[src/rtl/ctb_pkg.sv]
// Constants, field layouts and carrier types of the transmit buffer bank.
package ctb_pkg;

  // ****************************************************************
  // Geometry and register map
  // ****************************************************************
  localparam int         NUM_BUF      = 3;
  localparam int         DATA_BYTES   = 8;
  localparam int         ADDR_W       = 8;
  localparam logic [1:0] BUF_LIMIT    = 2'h3;
  localparam logic [3:0] REG_CON      = 4'h0;
  localparam logic [3:0] REG_SIDH     = 4'h1;
  localparam logic [3:0] REG_SIDL     = 4'h2;
  localparam logic [3:0] REG_EIDH     = 4'h3;
  localparam logic [3:0] REG_EIDL     = 4'h4;
  localparam logic [3:0] REG_DLC      = 4'h5;
  localparam logic [3:0] REG_D0       = 4'h6;
  localparam logic [3:0] REG_LAST     = 4'hD;
  localparam logic [7:0] ADDR_TALLY   = 8'hC0;
  localparam logic [7:0] ADDR_STATUS  = 8'hC4;
  localparam logic [7:0] ADDR_MODE    = 8'hC8;

  // ****************************************************************
  // Field positions and implemented-bit masks
  // ****************************************************************
  localparam int         CON_DONE_BIT = 7;
  localparam int         CON_ABT_BIT  = 6;
  localparam int         CON_LARB_BIT = 5;
  localparam int         CON_FAULT_BIT = 4;
  localparam int         CON_REQ_BIT  = 3;
  localparam int         SIDL_EXT_BIT = 3;
  localparam int         DLC_RTR_BIT  = 6;
  localparam logic [7:0] SIDL_MASK    = 8'hEB;
  localparam logic [7:0] DLC_MASK     = 8'h4F;
  localparam int         STAT_BO_BIT  = 2;
  localparam int         STAT_BP_BIT  = 1;
  localparam int         STAT_WARN_BIT = 0;

  // ****************************************************************
  // Fault tally and modes
  // ****************************************************************
  localparam logic [8:0] WARN_LIMIT    = 9'h05F;
  localparam logic [8:0] PASSIVE_LIMIT = 9'h07F;
  localparam logic [8:0] BUSOFF_LIMIT  = 9'h0FF;
  localparam logic [8:0] TALLY_CAP     = 9'h100;
  localparam logic [8:0] FAULT_STEP    = 9'h008;
  localparam logic [8:0] SUCCESS_STEP  = 9'h001;
  localparam logic [7:0] RECOVERY_RUNS = 8'h80;
  localparam logic [1:0] MODE_LEGACY   = 2'h0;
  localparam logic [1:0] MODE_ENH      = 2'h1;
  localparam logic [1:0] MODE_FIFO     = 2'h2;
  localparam logic [1:0] RESP_OKAY     = 2'h0;
  localparam logic [1:0] RESP_SLVERR   = 2'h2;

  // ****************************************************************
  // Types
  // ****************************************************************
  typedef enum logic {ST_IDLE, ST_OFFER} ctb_eng_e;

  typedef struct packed {
    logic                             done;
    logic                             aborted;
    logic                             lost;
    logic                             fault;
    logic                             req;
    logic                             abort_pend;
    logic [1:0]                       pri;
    logic [7:0]                       sidh;
    logic [7:0]                       sidl;
    logic [7:0]                       eidh;
    logic [7:0]                       eidl;
    logic [7:0]                       dlc;
    logic [DATA_BYTES-1:0][7:0]       data;
  } ctb_buf_s;

  typedef struct packed {
    logic [28:0]                      ident;
    logic                             ext;
    logic                             rtr;
    logic [3:0]                       dlc;
    logic [DATA_BYTES-1:0][7:0]       data;
  } ctb_frame_s;

endpackage : ctb_pkg

[src/rtl/ctb_bank.sv]
// Three transmit buffers, send scheduler and fault tally behind AXI4-Lite.
//
// Function
// - Done flag sets when a buffer finishes sending; buffer reloadable.
// - Aborted flag sets when a pending message is aborted, not sent.
// - Lost-arbitration flag sets when the buffer's frame loses arbitration.
// - Send-fault flag sets on a bus error during the buffer's frame.
// - Setting send request clears aborted, lost and fault flags.
// - Send request clears itself after successful transmission.
// - Identifier, length and data writes ignored while request is set.
// - Software clearing a set send request asks for an abort.
// - Two-bit priority: 11 highest, 00 lowest.
// - Priority orders buffers only; identifier sent is unchanged.
// - Ident high byte is standard 10..3 or extended 28..21.
// - Ident low bits 7..5 are standard 2..0 or extended 20..18.
// - Extended select sends 29-bit identifier, else 11-bit only.
// - Extended 17..16 from low byte bits 1..0, then two bytes.
// - Extended bytes unused for standard-format messages.
// - Three buffers, eight data bytes each, sent by priority; on equal priority the highest-numbered buffer goes first.
// - Remote-request bit of frame follows length register bit.
// - Length codes 0..8 mean bytes; 9..15 reserved for software.
// - Unimplemented bits of buffer registers read as zero.
// - Read-only eight-bit fault tally; overflow enters bus-off.
// - Tally clears after 128 runs of 11 recessive bits.
// - Warning above 95, passive above 127, bus-off above 255.
// - Modes 00, 01, 10; done flag clearable only outside legacy.
//
// The AXI4-Lite register port and the placing of the registers were left to the implementer.
`timescale 1ns/10ps

module ctb_bank (
  input  wire logic                 CLK_I,
  input  wire logic                 RST_I,
  input  wire logic [7:0]           S_AXI_AWADDR_I,
  input  wire logic                 S_AXI_AWVALID_I,
  output logic                      S_AXI_AWREADY_O,
  input  wire logic [31:0]          S_AXI_WDATA_I,
  input  wire logic [3:0]           S_AXI_WSTRB_I,
  input  wire logic                 S_AXI_WVALID_I,
  output logic                      S_AXI_WREADY_O,
  output logic [1:0]                S_AXI_BRESP_O,
  output logic                      S_AXI_BVALID_O,
  input  wire logic                 S_AXI_BREADY_I,
  input  wire logic [7:0]           S_AXI_ARADDR_I,
  input  wire logic                 S_AXI_ARVALID_I,
  output logic                      S_AXI_ARREADY_O,
  output logic [31:0]               S_AXI_RDATA_O,
  output logic [1:0]                S_AXI_RRESP_O,
  output logic                      S_AXI_RVALID_O,
  input  wire logic                 S_AXI_RREADY_I,
  output logic                      TX_VALID_O,
  output ctb_pkg::ctb_frame_s       TX_FRAME_O,
  output logic [1:0]                TX_BUF_O,
  input  wire logic                 TX_DONE_I,
  input  wire logic                 TX_LOST_ARB_I,
  input  wire logic                 TX_BUS_ERR_I,
  input  wire logic                 RECESSIVE_RUN_I,
  output logic                      BUS_OFF_O,
  output logic                      TX_PASSIVE_O,
  output logic                      TX_WARNING_O
);

  // ****************************************************************
  // State
  // ****************************************************************
  typedef struct packed {
    ctb_pkg::ctb_buf_s [ctb_pkg::NUM_BUF-1:0] bufs;
    ctb_pkg::ctb_eng_e                         eng;
    logic [1:0]                                cur;
    ctb_pkg::ctb_frame_s                       frame;
    logic [8:0]                                tally;
    logic [7:0]                                runs;
    logic                                      bus_off;
    logic                                      passive;
    logic                                      warning;
    logic [1:0]                                mode;
    logic                                      awready;
    logic                                      awpend;
    logic [7:0]                                awaddr;
    logic                                      wready;
    logic                                      wpend;
    logic [7:0]                                wbyte;
    logic                                      wlane;
    logic                                      bvalid;
    logic [1:0]                                bresp;
    logic                                      arready;
    logic                                      rvalid;
    logic [31:0]                               rdata;
    logic [1:0]                                rresp;
  } ctb_state_s;

  ctb_state_s state_ff;
  ctb_state_s nxt_state;

  // ****************************************************************
  // Helpers
  // ****************************************************************
  function automatic logic buf_hit(input logic [7:0] addr);
    buf_hit = (addr[7:6] != ctb_pkg::BUF_LIMIT) &&
              (addr[5:2] <= ctb_pkg::REG_LAST) && (addr[1:0] == 2'b00);
  endfunction : buf_hit

  function automatic logic glob_hit(input logic [7:0] addr);
    glob_hit = (addr == ctb_pkg::ADDR_TALLY) ||
               (addr == ctb_pkg::ADDR_STATUS) ||
               (addr == ctb_pkg::ADDR_MODE);
  endfunction : glob_hit

  function automatic logic [7:0] buf_read(input ctb_pkg::ctb_buf_s b,
                                          input logic [3:0]        r,
                                          input logic [1:0]        mode);
    logic [7:0] v;
    v = 8'h00;
    if (r == ctb_pkg::REG_CON) begin
      v[ctb_pkg::CON_DONE_BIT]  = (mode != ctb_pkg::MODE_LEGACY) & b.done;
      v[ctb_pkg::CON_ABT_BIT]   = b.aborted;
      v[ctb_pkg::CON_LARB_BIT]  = b.lost;
      v[ctb_pkg::CON_FAULT_BIT] = b.fault;
      v[ctb_pkg::CON_REQ_BIT]   = b.req;
      v[1:0]                    = b.pri;
    end else if (r == ctb_pkg::REG_SIDH) begin
      v = b.sidh;
    end else if (r == ctb_pkg::REG_SIDL) begin
      v = b.sidl & ctb_pkg::SIDL_MASK;
    end else if (r == ctb_pkg::REG_EIDH) begin
      v = b.eidh;
    end else if (r == ctb_pkg::REG_EIDL) begin
      v = b.eidl;
    end else if (r == ctb_pkg::REG_DLC) begin
      v = b.dlc & ctb_pkg::DLC_MASK;
    end else begin
      v = b.data[3'(r - ctb_pkg::REG_D0)];
    end
    buf_read = v;
  endfunction : buf_read

  function automatic ctb_pkg::ctb_frame_s make_frame(
      input ctb_pkg::ctb_buf_s b);
    ctb_pkg::ctb_frame_s f;
    f = '0;
    f.ext = b.sidl[ctb_pkg::SIDL_EXT_BIT];
    if (f.ext) begin
      f.ident = {b.sidh, b.sidl[7:5], b.sidl[1:0], b.eidh, b.eidl};
    end else begin
      f.ident = {18'h0_0000, b.sidh, b.sidl[7:5]};
    end
    f.rtr  = b.dlc[ctb_pkg::DLC_RTR_BIT];
    f.dlc  = b.dlc[3:0];
    f.data = b.data;
    make_frame = f;
  endfunction : make_frame

  // ****************************************************************
  // Next-state logic
  // ****************************************************************
  always_comb begin
    logic       found;
    logic [1:0] best_pri;
    logic [1:0] best;
    logic [1:0] bi;
    logic [3:0] ri;
    logic [7:0] wb;
    logic       in_flight;
    logic       do_write;
    nxt_state = state_ff;
    found     = 1'b0;
    best_pri  = 2'b00;
    best      = 2'b00;
    bi        = state_ff.awaddr[7:6];
    ri        = state_ff.awaddr[5:2];
    wb        = state_ff.wbyte;
    in_flight = 1'b0;
    do_write  = state_ff.awpend && state_ff.wpend && !state_ff.bvalid;

    // Address and data are taken independently, in either order.
    if (S_AXI_AWVALID_I && state_ff.awready) begin
      nxt_state.awpend = 1'b1;
      nxt_state.awaddr = S_AXI_AWADDR_I;
    end
    if (S_AXI_WVALID_I && state_ff.wready) begin
      nxt_state.wpend = 1'b1;
      nxt_state.wbyte = S_AXI_WDATA_I[7:0];
      nxt_state.wlane = S_AXI_WSTRB_I[0];
    end
    if (state_ff.bvalid && S_AXI_BREADY_I) begin
      nxt_state.bvalid = 1'b0;
    end

    if (do_write) begin
      nxt_state.awpend = 1'b0;
      nxt_state.wpend  = 1'b0;
      nxt_state.bvalid = 1'b1;
      nxt_state.bresp  = ctb_pkg::RESP_OKAY;
      if (buf_hit(state_ff.awaddr) && state_ff.wlane) begin
        in_flight = (state_ff.eng == ctb_pkg::ST_OFFER) &&
                    (state_ff.cur == bi);
        if (ri == ctb_pkg::REG_CON) begin
          nxt_state.bufs[bi].pri = wb[1:0];
          if ((state_ff.mode != ctb_pkg::MODE_LEGACY) &&
              !wb[ctb_pkg::CON_DONE_BIT]) begin
            nxt_state.bufs[bi].done = 1'b0;
          end
          if (wb[ctb_pkg::CON_REQ_BIT] && !state_ff.bufs[bi].req) begin
            nxt_state.bufs[bi].req        = 1'b1;
            nxt_state.bufs[bi].aborted    = 1'b0;
            nxt_state.bufs[bi].lost       = 1'b0;
            nxt_state.bufs[bi].fault      = 1'b0;
            nxt_state.bufs[bi].abort_pend = 1'b0;
          end else if (!wb[ctb_pkg::CON_REQ_BIT] &&
                       state_ff.bufs[bi].req) begin
            if (in_flight) begin
              nxt_state.bufs[bi].abort_pend = 1'b1;
            end else begin
              nxt_state.bufs[bi].req     = 1'b0;
              nxt_state.bufs[bi].aborted = 1'b1;
            end
          end
        end else if (!state_ff.bufs[bi].req) begin
          unique case (ri)
            ctb_pkg::REG_SIDH: nxt_state.bufs[bi].sidh = wb;
            ctb_pkg::REG_SIDL: nxt_state.bufs[bi].sidl = wb;
            ctb_pkg::REG_EIDH: nxt_state.bufs[bi].eidh = wb;
            ctb_pkg::REG_EIDL: nxt_state.bufs[bi].eidl = wb;
            ctb_pkg::REG_DLC:  nxt_state.bufs[bi].dlc  = wb;
            default: begin
              nxt_state.bufs[bi].data[3'(ri - ctb_pkg::REG_D0)] = wb;
            end
          endcase
        end
      end else if (state_ff.awaddr == ctb_pkg::ADDR_MODE) begin
        if (state_ff.wlane) begin
          if (wb[1:0] != 2'b11) begin
            nxt_state.mode = wb[1:0];
          end
        end
      end else if (!glob_hit(state_ff.awaddr)) begin
        nxt_state.bresp = ctb_pkg::RESP_SLVERR;
      end
    end
    nxt_state.awready = !nxt_state.awpend;
    nxt_state.wready  = !nxt_state.wpend;

    // Read channel: one outstanding read, answered the next cycle.
    if (state_ff.rvalid && S_AXI_RREADY_I) begin
      nxt_state.rvalid = 1'b0;
    end
    if (S_AXI_ARVALID_I && state_ff.arready) begin
      nxt_state.rvalid = 1'b1;
      nxt_state.rresp  = ctb_pkg::RESP_OKAY;
      nxt_state.rdata  = 32'h0000_0000;
      if (buf_hit(S_AXI_ARADDR_I)) begin
        nxt_state.rdata[7:0] = buf_read(
          state_ff.bufs[S_AXI_ARADDR_I[7:6]], S_AXI_ARADDR_I[5:2],
          state_ff.mode);
      end else if (S_AXI_ARADDR_I == ctb_pkg::ADDR_TALLY) begin
        nxt_state.rdata[7:0] = state_ff.tally[8] ? 8'hFF
                                                 : state_ff.tally[7:0];
      end else if (S_AXI_ARADDR_I == ctb_pkg::ADDR_STATUS) begin
        nxt_state.rdata[ctb_pkg::STAT_BO_BIT]   = state_ff.bus_off;
        nxt_state.rdata[ctb_pkg::STAT_BP_BIT]   = state_ff.passive;
        nxt_state.rdata[ctb_pkg::STAT_WARN_BIT] = state_ff.warning;
      end else if (S_AXI_ARADDR_I == ctb_pkg::ADDR_MODE) begin
        nxt_state.rdata[1:0] = state_ff.mode;
      end else begin
        nxt_state.rresp = ctb_pkg::RESP_SLVERR;
      end
    end
    nxt_state.arready = !nxt_state.rvalid;

    // Scheduler and outcome handling.  Hardware sets are applied after
    // the register write so that a set in the same cycle wins.
    unique case (state_ff.eng)
      ctb_pkg::ST_IDLE: begin
        for (int i = 0; i < ctb_pkg::NUM_BUF; i++) begin
          if (state_ff.bufs[i].req && !state_ff.bufs[i].abort_pend &&
              (!found || state_ff.bufs[i].pri >= best_pri)) begin
            found    = 1'b1;
            best_pri = state_ff.bufs[i].pri;
            best     = 2'(i);
          end
        end
        // A frame is only offered while the buffer is still requested
        // after this cycle's write, and never during bus-off.
        if (found && nxt_state.bufs[best].req && !state_ff.bus_off) begin
          nxt_state.eng   = ctb_pkg::ST_OFFER;
          nxt_state.cur   = best;
          nxt_state.frame = make_frame(state_ff.bufs[best]);
        end
      end
      ctb_pkg::ST_OFFER: begin
        bi = state_ff.cur;
        if (TX_DONE_I) begin
          nxt_state.bufs[bi].done       = 1'b1;
          nxt_state.bufs[bi].req        = 1'b0;
          nxt_state.bufs[bi].abort_pend = 1'b0;
          nxt_state.eng                 = ctb_pkg::ST_IDLE;
        end else if (TX_LOST_ARB_I || TX_BUS_ERR_I) begin
          if (TX_LOST_ARB_I) begin
            nxt_state.bufs[bi].lost = 1'b1;
          end
          if (TX_BUS_ERR_I) begin
            nxt_state.bufs[bi].fault = 1'b1;
          end
          if (nxt_state.bufs[bi].abort_pend) begin
            nxt_state.bufs[bi].req        = 1'b0;
            nxt_state.bufs[bi].aborted    = 1'b1;
            nxt_state.bufs[bi].abort_pend = 1'b0;
          end
          nxt_state.eng = ctb_pkg::ST_IDLE;
        end
      end
    endcase

    if (state_ff.eng == ctb_pkg::ST_OFFER && TX_BUS_ERR_I) begin
      if (state_ff.tally > ctb_pkg::TALLY_CAP - ctb_pkg::FAULT_STEP) begin
        nxt_state.tally = ctb_pkg::TALLY_CAP;
      end else begin
        nxt_state.tally = state_ff.tally + ctb_pkg::FAULT_STEP;
      end
    end else if (state_ff.eng == ctb_pkg::ST_OFFER && TX_DONE_I &&
                 state_ff.tally != 9'h000 && !state_ff.bus_off) begin
      nxt_state.tally = state_ff.tally - ctb_pkg::SUCCESS_STEP;
    end
    if (state_ff.bus_off && RECESSIVE_RUN_I) begin
      if (state_ff.runs == ctb_pkg::RECOVERY_RUNS - 8'h01) begin
        nxt_state.runs  = 8'h00;
        nxt_state.tally = 9'h000;
      end else begin
        nxt_state.runs = state_ff.runs + 8'h01;
      end
    end
    nxt_state.bus_off = nxt_state.tally > ctb_pkg::BUSOFF_LIMIT;
    nxt_state.passive = nxt_state.tally > ctb_pkg::PASSIVE_LIMIT;
    nxt_state.warning = nxt_state.tally > ctb_pkg::WARN_LIMIT;
  end

  // ****************************************************************
  // State register
  // ****************************************************************
  // Buffer contents are unknown at power-up in the part this mirrors;
  // they are cleared here so that simulation stays free of X.
  always_ff @(posedge CLK_I or posedge RST_I) begin
    if (RST_I) begin
      state_ff         <= '0;
      state_ff.eng     <= ctb_pkg::ST_IDLE;
      state_ff.mode    <= ctb_pkg::MODE_LEGACY;
      state_ff.awready <= 1'b1;
      state_ff.wready  <= 1'b1;
      state_ff.arready <= 1'b1;
    end else begin
      state_ff <= nxt_state;
    end
  end

  // ****************************************************************
  // Outputs
  // ****************************************************************
  assign S_AXI_AWREADY_O = state_ff.awready;
  assign S_AXI_WREADY_O  = state_ff.wready;
  assign S_AXI_BVALID_O  = state_ff.bvalid;
  assign S_AXI_BRESP_O   = state_ff.bresp;
  assign S_AXI_ARREADY_O = state_ff.arready;
  assign S_AXI_RVALID_O  = state_ff.rvalid;
  assign S_AXI_RDATA_O   = state_ff.rdata;
  assign S_AXI_RRESP_O   = state_ff.rresp;
  assign TX_VALID_O      = (state_ff.eng == ctb_pkg::ST_OFFER);
  assign TX_FRAME_O      = state_ff.frame;
  assign TX_BUF_O        = state_ff.cur;
  assign BUS_OFF_O       = state_ff.bus_off;
  assign TX_PASSIVE_O    = state_ff.passive;
  assign TX_WARNING_O    = state_ff.warning;

endmodule : ctb_bank

[config.mk]
export PLATFORM = sky130hd
export DESIGN_NAME = ctb_bank
export DESIGN_NICKNAME = d
export VERILOG_FILES = /design/src/rtl/ctb_pkg.sv /design/src/rtl/ctb_bank.sv
export SDC_FILE = /design/constraint.sdc
export NUM_CORES = 1
export LEC_CHECK = 0
export BUFFER_PORTS_ARGS = -buffer_cell sky130_fd_sc_hd__buf_2
export CORE_UTILIZATION = 45
export CTS_BUF_LIST = sky130_fd_sc_hd__clkbuf_4
export CTS_CLUSTER_SIZE = 16
export DETAILED_ROUTE_END_ITERATION = 10
export HOLD_SLACK_MARGIN = 0.02
export PLACE_DENSITY = 0.68
export SETUP_SLACK_MARGIN = 0.1
export SYNTH_ARGS = -nofsm -noshare
export SYNTH_HDL_FRONTEND = slang
export SYNTH_SLANG_ARGS = --single-unit
[constraint.sdc]
create_clock -name CLK_I -period 18.3 [get_ports CLK_I]
set_input_delay 0.915 -clock CLK_I [delete_from_list [all_inputs] [get_ports CLK_I]]
set_output_delay 0.915 -clock CLK_I [all_outputs]
set_load 0.01 [all_outputs]
==> metrics.md, run 1 <==
| Metric | Value |
|---|---|
| Rows | 87 |
| Final hold vios | 0 |
| Fmax | roughly 0.15 GHz |
| Static Leakage | 13.35 nW |
| Seq cells post-synth | 479 |
| Max clock buf depth | 3 |
| Post-synth ARST share | 1.000 |
| Largest net degree at the start of global routing | 183 |
| Vias per cell | 6.128 |
| Most frequent cells in the layout | dfrtp_1, mux2_2, nand2_1 |
| Post-CTS Resized | 0 |
| Core outline area | 56390 sq um |
| Number of global-route vias before repair | 20413 |
| CTS tree | done |
| DP HPWL | between 50 and 60 mm |
| Post-Layout Cell Count | 3320 |
| Final #Nets | 2533 |
| Worst Path Max Fanout | 71 |
| Overall Global Routing Usage | 0.2871 |
| GPL Wtd Cong | 0.9326 |
| RSZ-0062 raised after global routing | no |
| H-tree levels | 4 |
| Worst-case vdd ir drop | 0.1154 mV |
| Number of DRC markers in iteration 0 | 2426 |
| Finish-stage setup viols | 0 |
| CTS buffer count | roughly 140 |
| Layout cell share with drive strength beyond 1 | 0.3362 |
| Count of cell types in the netlist | 77 |
| Period utilization | 0.3613 |
| Initial Util | 0.4558 |
| DRC violations left | 0 |
| Register area share after synthesis | 0.4665 |
| Final worst slack | 11.69 ns |
| Worst path required time | 19.14 ns |
| Top-level I/O count | 209 |
| Minimum clock period | 6.611 ns |
| Avg Synthesized Cell Area | between 10 and 15 sq um |
| Worst-skew pair later-pin latency | 0.99 ns |
| Synth Instances | between 2000 and 2500 |
| Chip Height | 241.0 microns |
| Slew @ Worst Pin | roughly 1.4 ns |
| Total gr overflow | 0 |
| Final setup TNS | 0 ns |
| Clk slew on worst S/H paths | ~0.07 ns |
| Global-route wire length before repair | about 120 mm |
| Status | completed |
| Crit end category | flip-flop |
| Initial antenna violation count | 6 |
| Post-route ant nets | 0 |
| Clock sink total | 479 |
| DR vias | 20345 |
| WL per Instance | 24.63 microns |
| Max-slew headroom | 0.05667 |
| P per Cell Area | around 100 nW/um^2 |
| Hold WC Path Type | input port to flip-flop |
| Yosys warnings | 0 |
| Total length of routed wires | 81.77 mm |
| Final Max Tran Viols | 0 |
| Placed Instances | just over 3000 |
| WP data arrival | 7.45 ns |
| Most used DFF post-synth | dfrtp_1 |
| Number of synthesized flops with an enable pin | 0 |
| WS Path Type | flip-flop to flip-flop |
| Worst Skew | 0.06515 ns |
| Pre-CTS setup slack | 11.82 ns |
| CP Launch Type | flip-flop |
| Root buf cell | clkbuf_4 |
| Die Area | 58080 sq um |
| Area Growth Syn to Fin | 8.942% |
| First-pass DRT Iterations | 5 |
| Buffers on Ports | around 160 |
| Fin util | 0.4966 |
| Max Cap Violations | 0 |
| Commonest non-fill, non-tap cell in the layout | dfrtp_1 |
| Die width | 241.0 microns |
| Post-Synthesis Cell Area | between 20000 and 30000 sq um |
## layer usage
metal | wire [microns] | GRT usage | vias up
met2 | 37650 | 0.4418 | 1171
met4 | 3792 | 0.1550 | 2
met1 | 32940 | 0.3764 | 10158
met5 | 11 | 0 | -
met3 | 7374 | 0.06497 | 261
li1 | - | - | 8753
## cell type report
cell class / instances / area [sq um]
Antenna cell: 3 / 7.507
Clock buffer: 201 / 1509
Clock inverter: 36 / 247.7
Fill cell: 5196 / 28380
Inverter: 36 / 142.6
Multi-Input combinational cell: 1610 / 12040
Sequential cell: 479 / 11990
Tap cell: 756 / 945.9
Timing Repair Buffer: 199 / 1124
## cell usage after synthesis (all sizes together) (7+ instances only)
| cell | n | area share |
|---|---|---|
| nand4 | 14 | 0.0034 |
| o31ai | 15 | 0.0044 |
| buf | 175 | 0.047 |
| o221ai | 18 | 0.0061 |
| dfrtp | 476 | 0.46 |
| nor4 | 10 | 0.0033 |
| o2bb2ai | 9 | 0.0031 |
| or3 | 15 | 0.0037 |
| o41ai | 13 | 0.0044 |
| a21oi | 86 | 0.017 |
| xnor2 | 11 | 0.0037 |
| o211ai | 7 | 0.0020 |
| o21ai | 132 | 0.026 |
| a22o | 31 | 0.011 |
| and3 | 15 | 0.0037 |
| mux2 | 362 | 0.16 |
| mux2i | 73 | 0.028 |
| clkbuf | 126 | 0.018 |
| nor2b | 19 | 0.0046 |
| nor2 | 176 | 0.026 |
| nor3 | 38 | 0.0093 |
| inv | 35 | 0.0051 |
| a221oi | 14 | 0.0050 |
| a31oi | 46 | 0.011 |
| mux4 | 32 | 0.028 |
| ha | 9 | 0.0044 |
| a31o | 7 | 0.0024 |
| or2 | 10 | 0.0024 |
| a221o | 8 | 0.0031 |
| nand3 | 34 | 0.0066 |
| nand2 | 223 | 0.033 |
| and2 | 12 | 0.0029 |
| o22ai | 13 | 0.0032 |
| nand2b | 21 | 0.0051 |
| a211oi | 25 | 0.0073 |
## where the power goes
part	leakage, nW	total, mW	internal (mW)	switching, mW
Sequential	6.56	1.25	1.15	0.105
Combinational	5.72	0.566	0.180	0.386
Clock	1.06	1.03	0.557	0.475
Total	13.3	2.85	1.88	0.966
## through the flow
step           hold WS, ns  cell area [sq um]  power, mW
2_1_floorplan       0.4452              25800      1.607
3_3_place_gp        0.4638              26230      1.796
3_5_place_dp        0.4743              26230      1.816
4_1_cts            0.04826              27990      2.854
5_1_grt            0.09417              28000      2.976
6_report            0.1552              28000      2.850
## worst max-delay path, cell delays in order, from the launching register on
cell and delay (ns):
dfrtp_1 0.49, nor2b_1 0.21, and2_1 0.17, ha_1 0.23, nand2b_1 0.15, a211o_1 0.30
buf_4 0.25, nand2_2 0.16, buf_4 0.70, o21ai_0 0.18, ha_1 0.30, nand2b_1 0.18
a221o_1 0.52, nand4_1 0.23, o311ai_4 0.14, nor2_4 0.96, buf_4 0.69, mux2_2 0.41
## cells by family (layout without fill, tap and decap cells)
logic type                 after synthesis  count (layout)  synth area share
AOI/OAI and AO/OA                      482             482            0.1259
xor gates and xnor gates                14              14          0.004771
adders and majority gates                9               9          0.004381
buffers and inverters                  337             472           0.07073
DFF                                    479             479            0.4665
muxes                                  467             467            0.2159
other                                    1              29         0.0001459
and+or+nand+nor                        612             612            0.1117
## timing repair
action                                 4_1_cts  5_1_grt
endpoints found under the hold margin       59        0
buffers inserted                             0        0
hold buffers                                 1        0
## worst paths after layout
| check | slack (ns) | cells past startpoint | to | startpoint |
|---|---|---|---|---|
| setup / recovery | 11.69 | 17 | TX_FRAME_O[12]$_DFFE_PP0P_ | state_ff[291]$_DFF_PP0_ |
| hold / removal | 0.16 | 2 | S_AXI_BVALID_O$_DFFE_PP0P_ | S_AXI_BREADY_I |
| setup reg to reg | 11.69 | 17 | TX_FRAME_O[12]$_DFFE_PP0P_ | state_ff[291]$_DFF_PP0_ |
| hold reg to reg | 0.48 | 1 | state_ff[71]$_DFFE_PP0P_ | state_ff[71]$_DFFE_PP0P_ |
| max in group asynchronous | 14.61 | 6 | TX_FRAME_O[6]$_DFFE_PP0P_ | RST_I |
| min in group asynchronous | 0.56 | 3 | state_ff[45]$_DFFE_PP0P_ | RST_I |
No activity file was read; power rests on OpenSTA's default activity.
==> inputs of run 2 (changes only) <==
Settings changed: ABC_AREA set to 1, PLACE_DENSITY 0.68 to 0.7.
Clock period 18.3 ns to 5.72 ns, I/O delays scaled along.
==> run 2 against run 1 <==
Net effect:
- maximum frequency up 45%
- clock power rose to 3.0 times the previous value
- sequential power rose to 3.2 times the previous value
- register-to-register slack worse by 11 ns
- total power rose to 3.5 times the previous value
- first-iteration DRC count up 23%
- synthesized area down 1.8%
- core utilization up 1.2 points
- critical path type unchanged
- largest power group unchanged
==> metrics.md, run 2 <==
| Metric | Value |
|---|---|
| Final hold vios | 0 |
| Register area share after synthesis | 0.4752 |
| WL per Instance | between 20 and 25 microns |
| Avg Synthesized Cell Area | 7.816 sq um |
| Slew @ Worst Pin | 1.260 ns |
| Clk slew on worst S/H paths | 0.06 ns |
| Post-Synthesis Cell Area | 25230 sq um |
| Root buf cell | clkbuf_4 |
| Vias per cell | ~5.7 |
| Number of DRC markers in iteration 0 | 2984 |
| H-tree levels | 4 |
| Top-level I/O count | 209 |
| Die Area | 57020 sq um |
| Post-route cell area | roughly 28000 sq um |
| WP data arrival | ~5.4 ns |
| Worst-skew pair later-pin latency | 1.04 ns |
| Final setup TNS | 0 ns |
| Final Max Tran Viols | 0 |
| Largest net degree at the start of global routing | 170 |
| Area Growth Syn to Fin | 11.37% |
| Total length of routed wires | 86.52 mm |
| Ranking of synthesized cells by area | dfrtp_1, nand2_1, o21ai_0 |
| Die width | 238.8 microns |
| Design Power | around 9.9 mW |
| Most frequent cells in the layout | nand2_1, dfrtp_1, o21ai_0 |
| Synth Instances | 3228 |
| First-pass DRT Iterations | 6 |
| Initial antenna violation count | 6 |
| Commonest non-fill, non-tap cell in the layout | nand2_1 |
| Post-synth top area share | 0.4721 |
| Buffers on Ports | 155 |
| Reg area | 11990 sq um |
| Total of fill cells in the finished design | 5362 |
| Worst-case vdd ir drop | 0.2159 mV |
| Chip Height | 238.8 microns |
| Postcts setup bufs | 0 |
| Post-synthesis mux area share | 0 |
| Layout cell share with drive strength beyond 1 | 0.1408 |
| Main combinational cell family by area after synthesis | compound AO/OA/AOI/OAI gates |
| Total gr overflow | 0 |
| Hold buffer count at CTS | 80 |
| Placed cell areas | around 26000 sq um |
| Rows | 86 |
| Worst Skew | roughly 0.097 ns |
| Static Leakage | between 10 and 15 nW |
| GPL Wtd Cong | approximately 0.95 |
| CTS tree | done |
| RSZ-0062 raised after global routing | no |
| Status | completed |
| Clock sink total | about 480 |
| Initial Util | 0.4571 |
| Post-route ant nets | 0 |
| Count of cell types in the netlist | 60 |
| Max Cap Violations | 0 |
| Worst path required time | approximately 6.5 ns |
| Fmax | 0.2190 GHz |
| Pre-CTS setup slack | 1.388 ns |
| Synth top cells by count | nand2_1, dfrtp_1, o21ai_0 |
| DR vias | 23891 |
| Most used DFF post-synth | dfrtp_1 |
| Synth Area in Compound Gates | 0.2118 |
| Synth Area in Simple Gates | 0.1871 |
| Final worst slack | 1.154 ns |
| Period utilization | 0.7982 |
| Core outline area | 55200 sq um |
| Post-synth ARST share | 1.000 |
| Number of synthesized flops with an enable pin | 0 |
| Multi-input combinational cell area | 10360 sq um |
| Count leader, synth | nand2_1 |
| Placed Instances | 3889 |
| Seq cells post-synth | around 480 |
| CTS buffer count | approximately 130 |
| Yosys warnings | 0 |
| Finish-stage setup viols | 0 |
| DRC violations left | 0 |
| Overall Global Routing Usage | 0.3057 |
| DP HPWL | 55.94 mm |
| Adder-Cell Fraction of Synth Area | 0.004463 |
| Post-Layout Cell Count | 4199 |
| Number of global-route vias before repair | 22457 |
| Hold WC Path Type | input port to flip-flop |
| P per Cell Area | 352.5 nW/um^2 |
| Xor/xnor share of the synthesized area | 0.002430 |
| Final #Nets | 3429 |
| Fin util | 0.5090 |
| WS Path Type | flip-flop to flip-flop |
| Max clock buf depth | 3 |
| Global-route wire length before repair | 132.2 mm |
| Minimum clock period | roughly 4.6 ns |
| Synth area leader | dfrtp_1 |
| Post-CTS Resized | 0 |
| Crit end category | flip-flop |
| Hold slack final | ~0.17 ns |
| Worst Path Max Fanout | 31 |
| Max-slew headroom | 0.1552 |
| CP Launch Type | flip-flop |
-- run 2: cell types whose count changed after synthesis, moves of 24 or more --
cell | previous run | this run
nand2_1 | 223 | 795
mux2_2 | 356 | 0
o21ai_0 | 132 | 452
inv_1 | 35 | 286
a21oi_1 | 86 | 210
o21ai_1 | 0 | 90
o22ai_1 | 13 | 93
mux2i_1 | 73 | 0
a31oi_1 | 46 | 8
mux4_2 | 32 | 0
nand3_1 | 34 | 66
a22o_1 | 31 | 2
nor2_1 | 175 | 202
a211oi_1 | 25 | 1
-- run 2: per-layer routing --
layer	vias to the layer above	track usage	wire, microns
met5	-	0	27
met4	4	0.1564	4165
li1	10939	-	-
met3	273	0.1022	11250
met1	11173	0.4104	34350
met2	1502	0.4375	36730
-- run 2: kinds of logic (layout without fill, tap and decap cells) --
group                      Yosys count  in the layout
and+or+nand+nor                   1146           1146
AOI/OAI and AO/OA                  964            964
buffers and inverters              622            814
DFF                                479            479
adders and majority gates            9              9
xor gates and xnor gates             7              7
other                                1             32
-- run 2: layout make-up --
cell class,count,area share
sequential,479,0.4267
clock buffer,195,0.05210
clock inverter,29,0.006279
inverter,305,0.04097
tap,748,0.03331
multi-input combinational,2152,0.3687
timing repair buffer,285,0.07134
antenna,6,0.0005344
-- run 2: critical path: stages (launching register included) --
cell and delay (ns):
dfrtp_1 0.37, inv_1 0.06, nor2_1 0.13, inv_1 0.08, nor2_1 0.14, ha_1 0.24, o21ai_0 0.16, a21o_1 0.26
nand2_1 0.07, o21ai_0 0.09, ha_1 0.25, o21ai_0 0.17, nand3b_1 0.47, nand3_2 0.28, inv_2 0.07, buf_4 0.34
a221oi_1 1.00, o21ai_0 0.22
-- run 2: worst paths after layout --
kind,startpoint,to,slack (ns),cells past startpoint
worst min register to register,TX_FRAME_O[75]$_DFFE_PP0P_,TX_FRAME_O[75]$_DFFE_PP0P_,0.47,2
worst min-delay path,TX_BUS_ERR_I,state_ff[404]$_DFF_PP0_,0.17,4
worst max-delay path,state_ff[291]$_DFF_PP0_,TX_FRAME_O[15]$_DFFE_PP0P_,1.15,17
worst max register to register,state_ff[291]$_DFF_PP0_,TX_FRAME_O[15]$_DFFE_PP0P_,1.15,17
min in group asynchronous,RST_I,async pin,0.54,4
max in group asynchronous,RST_I,async pin,3.73,5
-- run 2: report_power, final --
group	switching [mW]	internal (mW)
sequential	0.363	3.69
combinational	2.01	0.694
clock	1.50	1.64
total	3.88	6.03
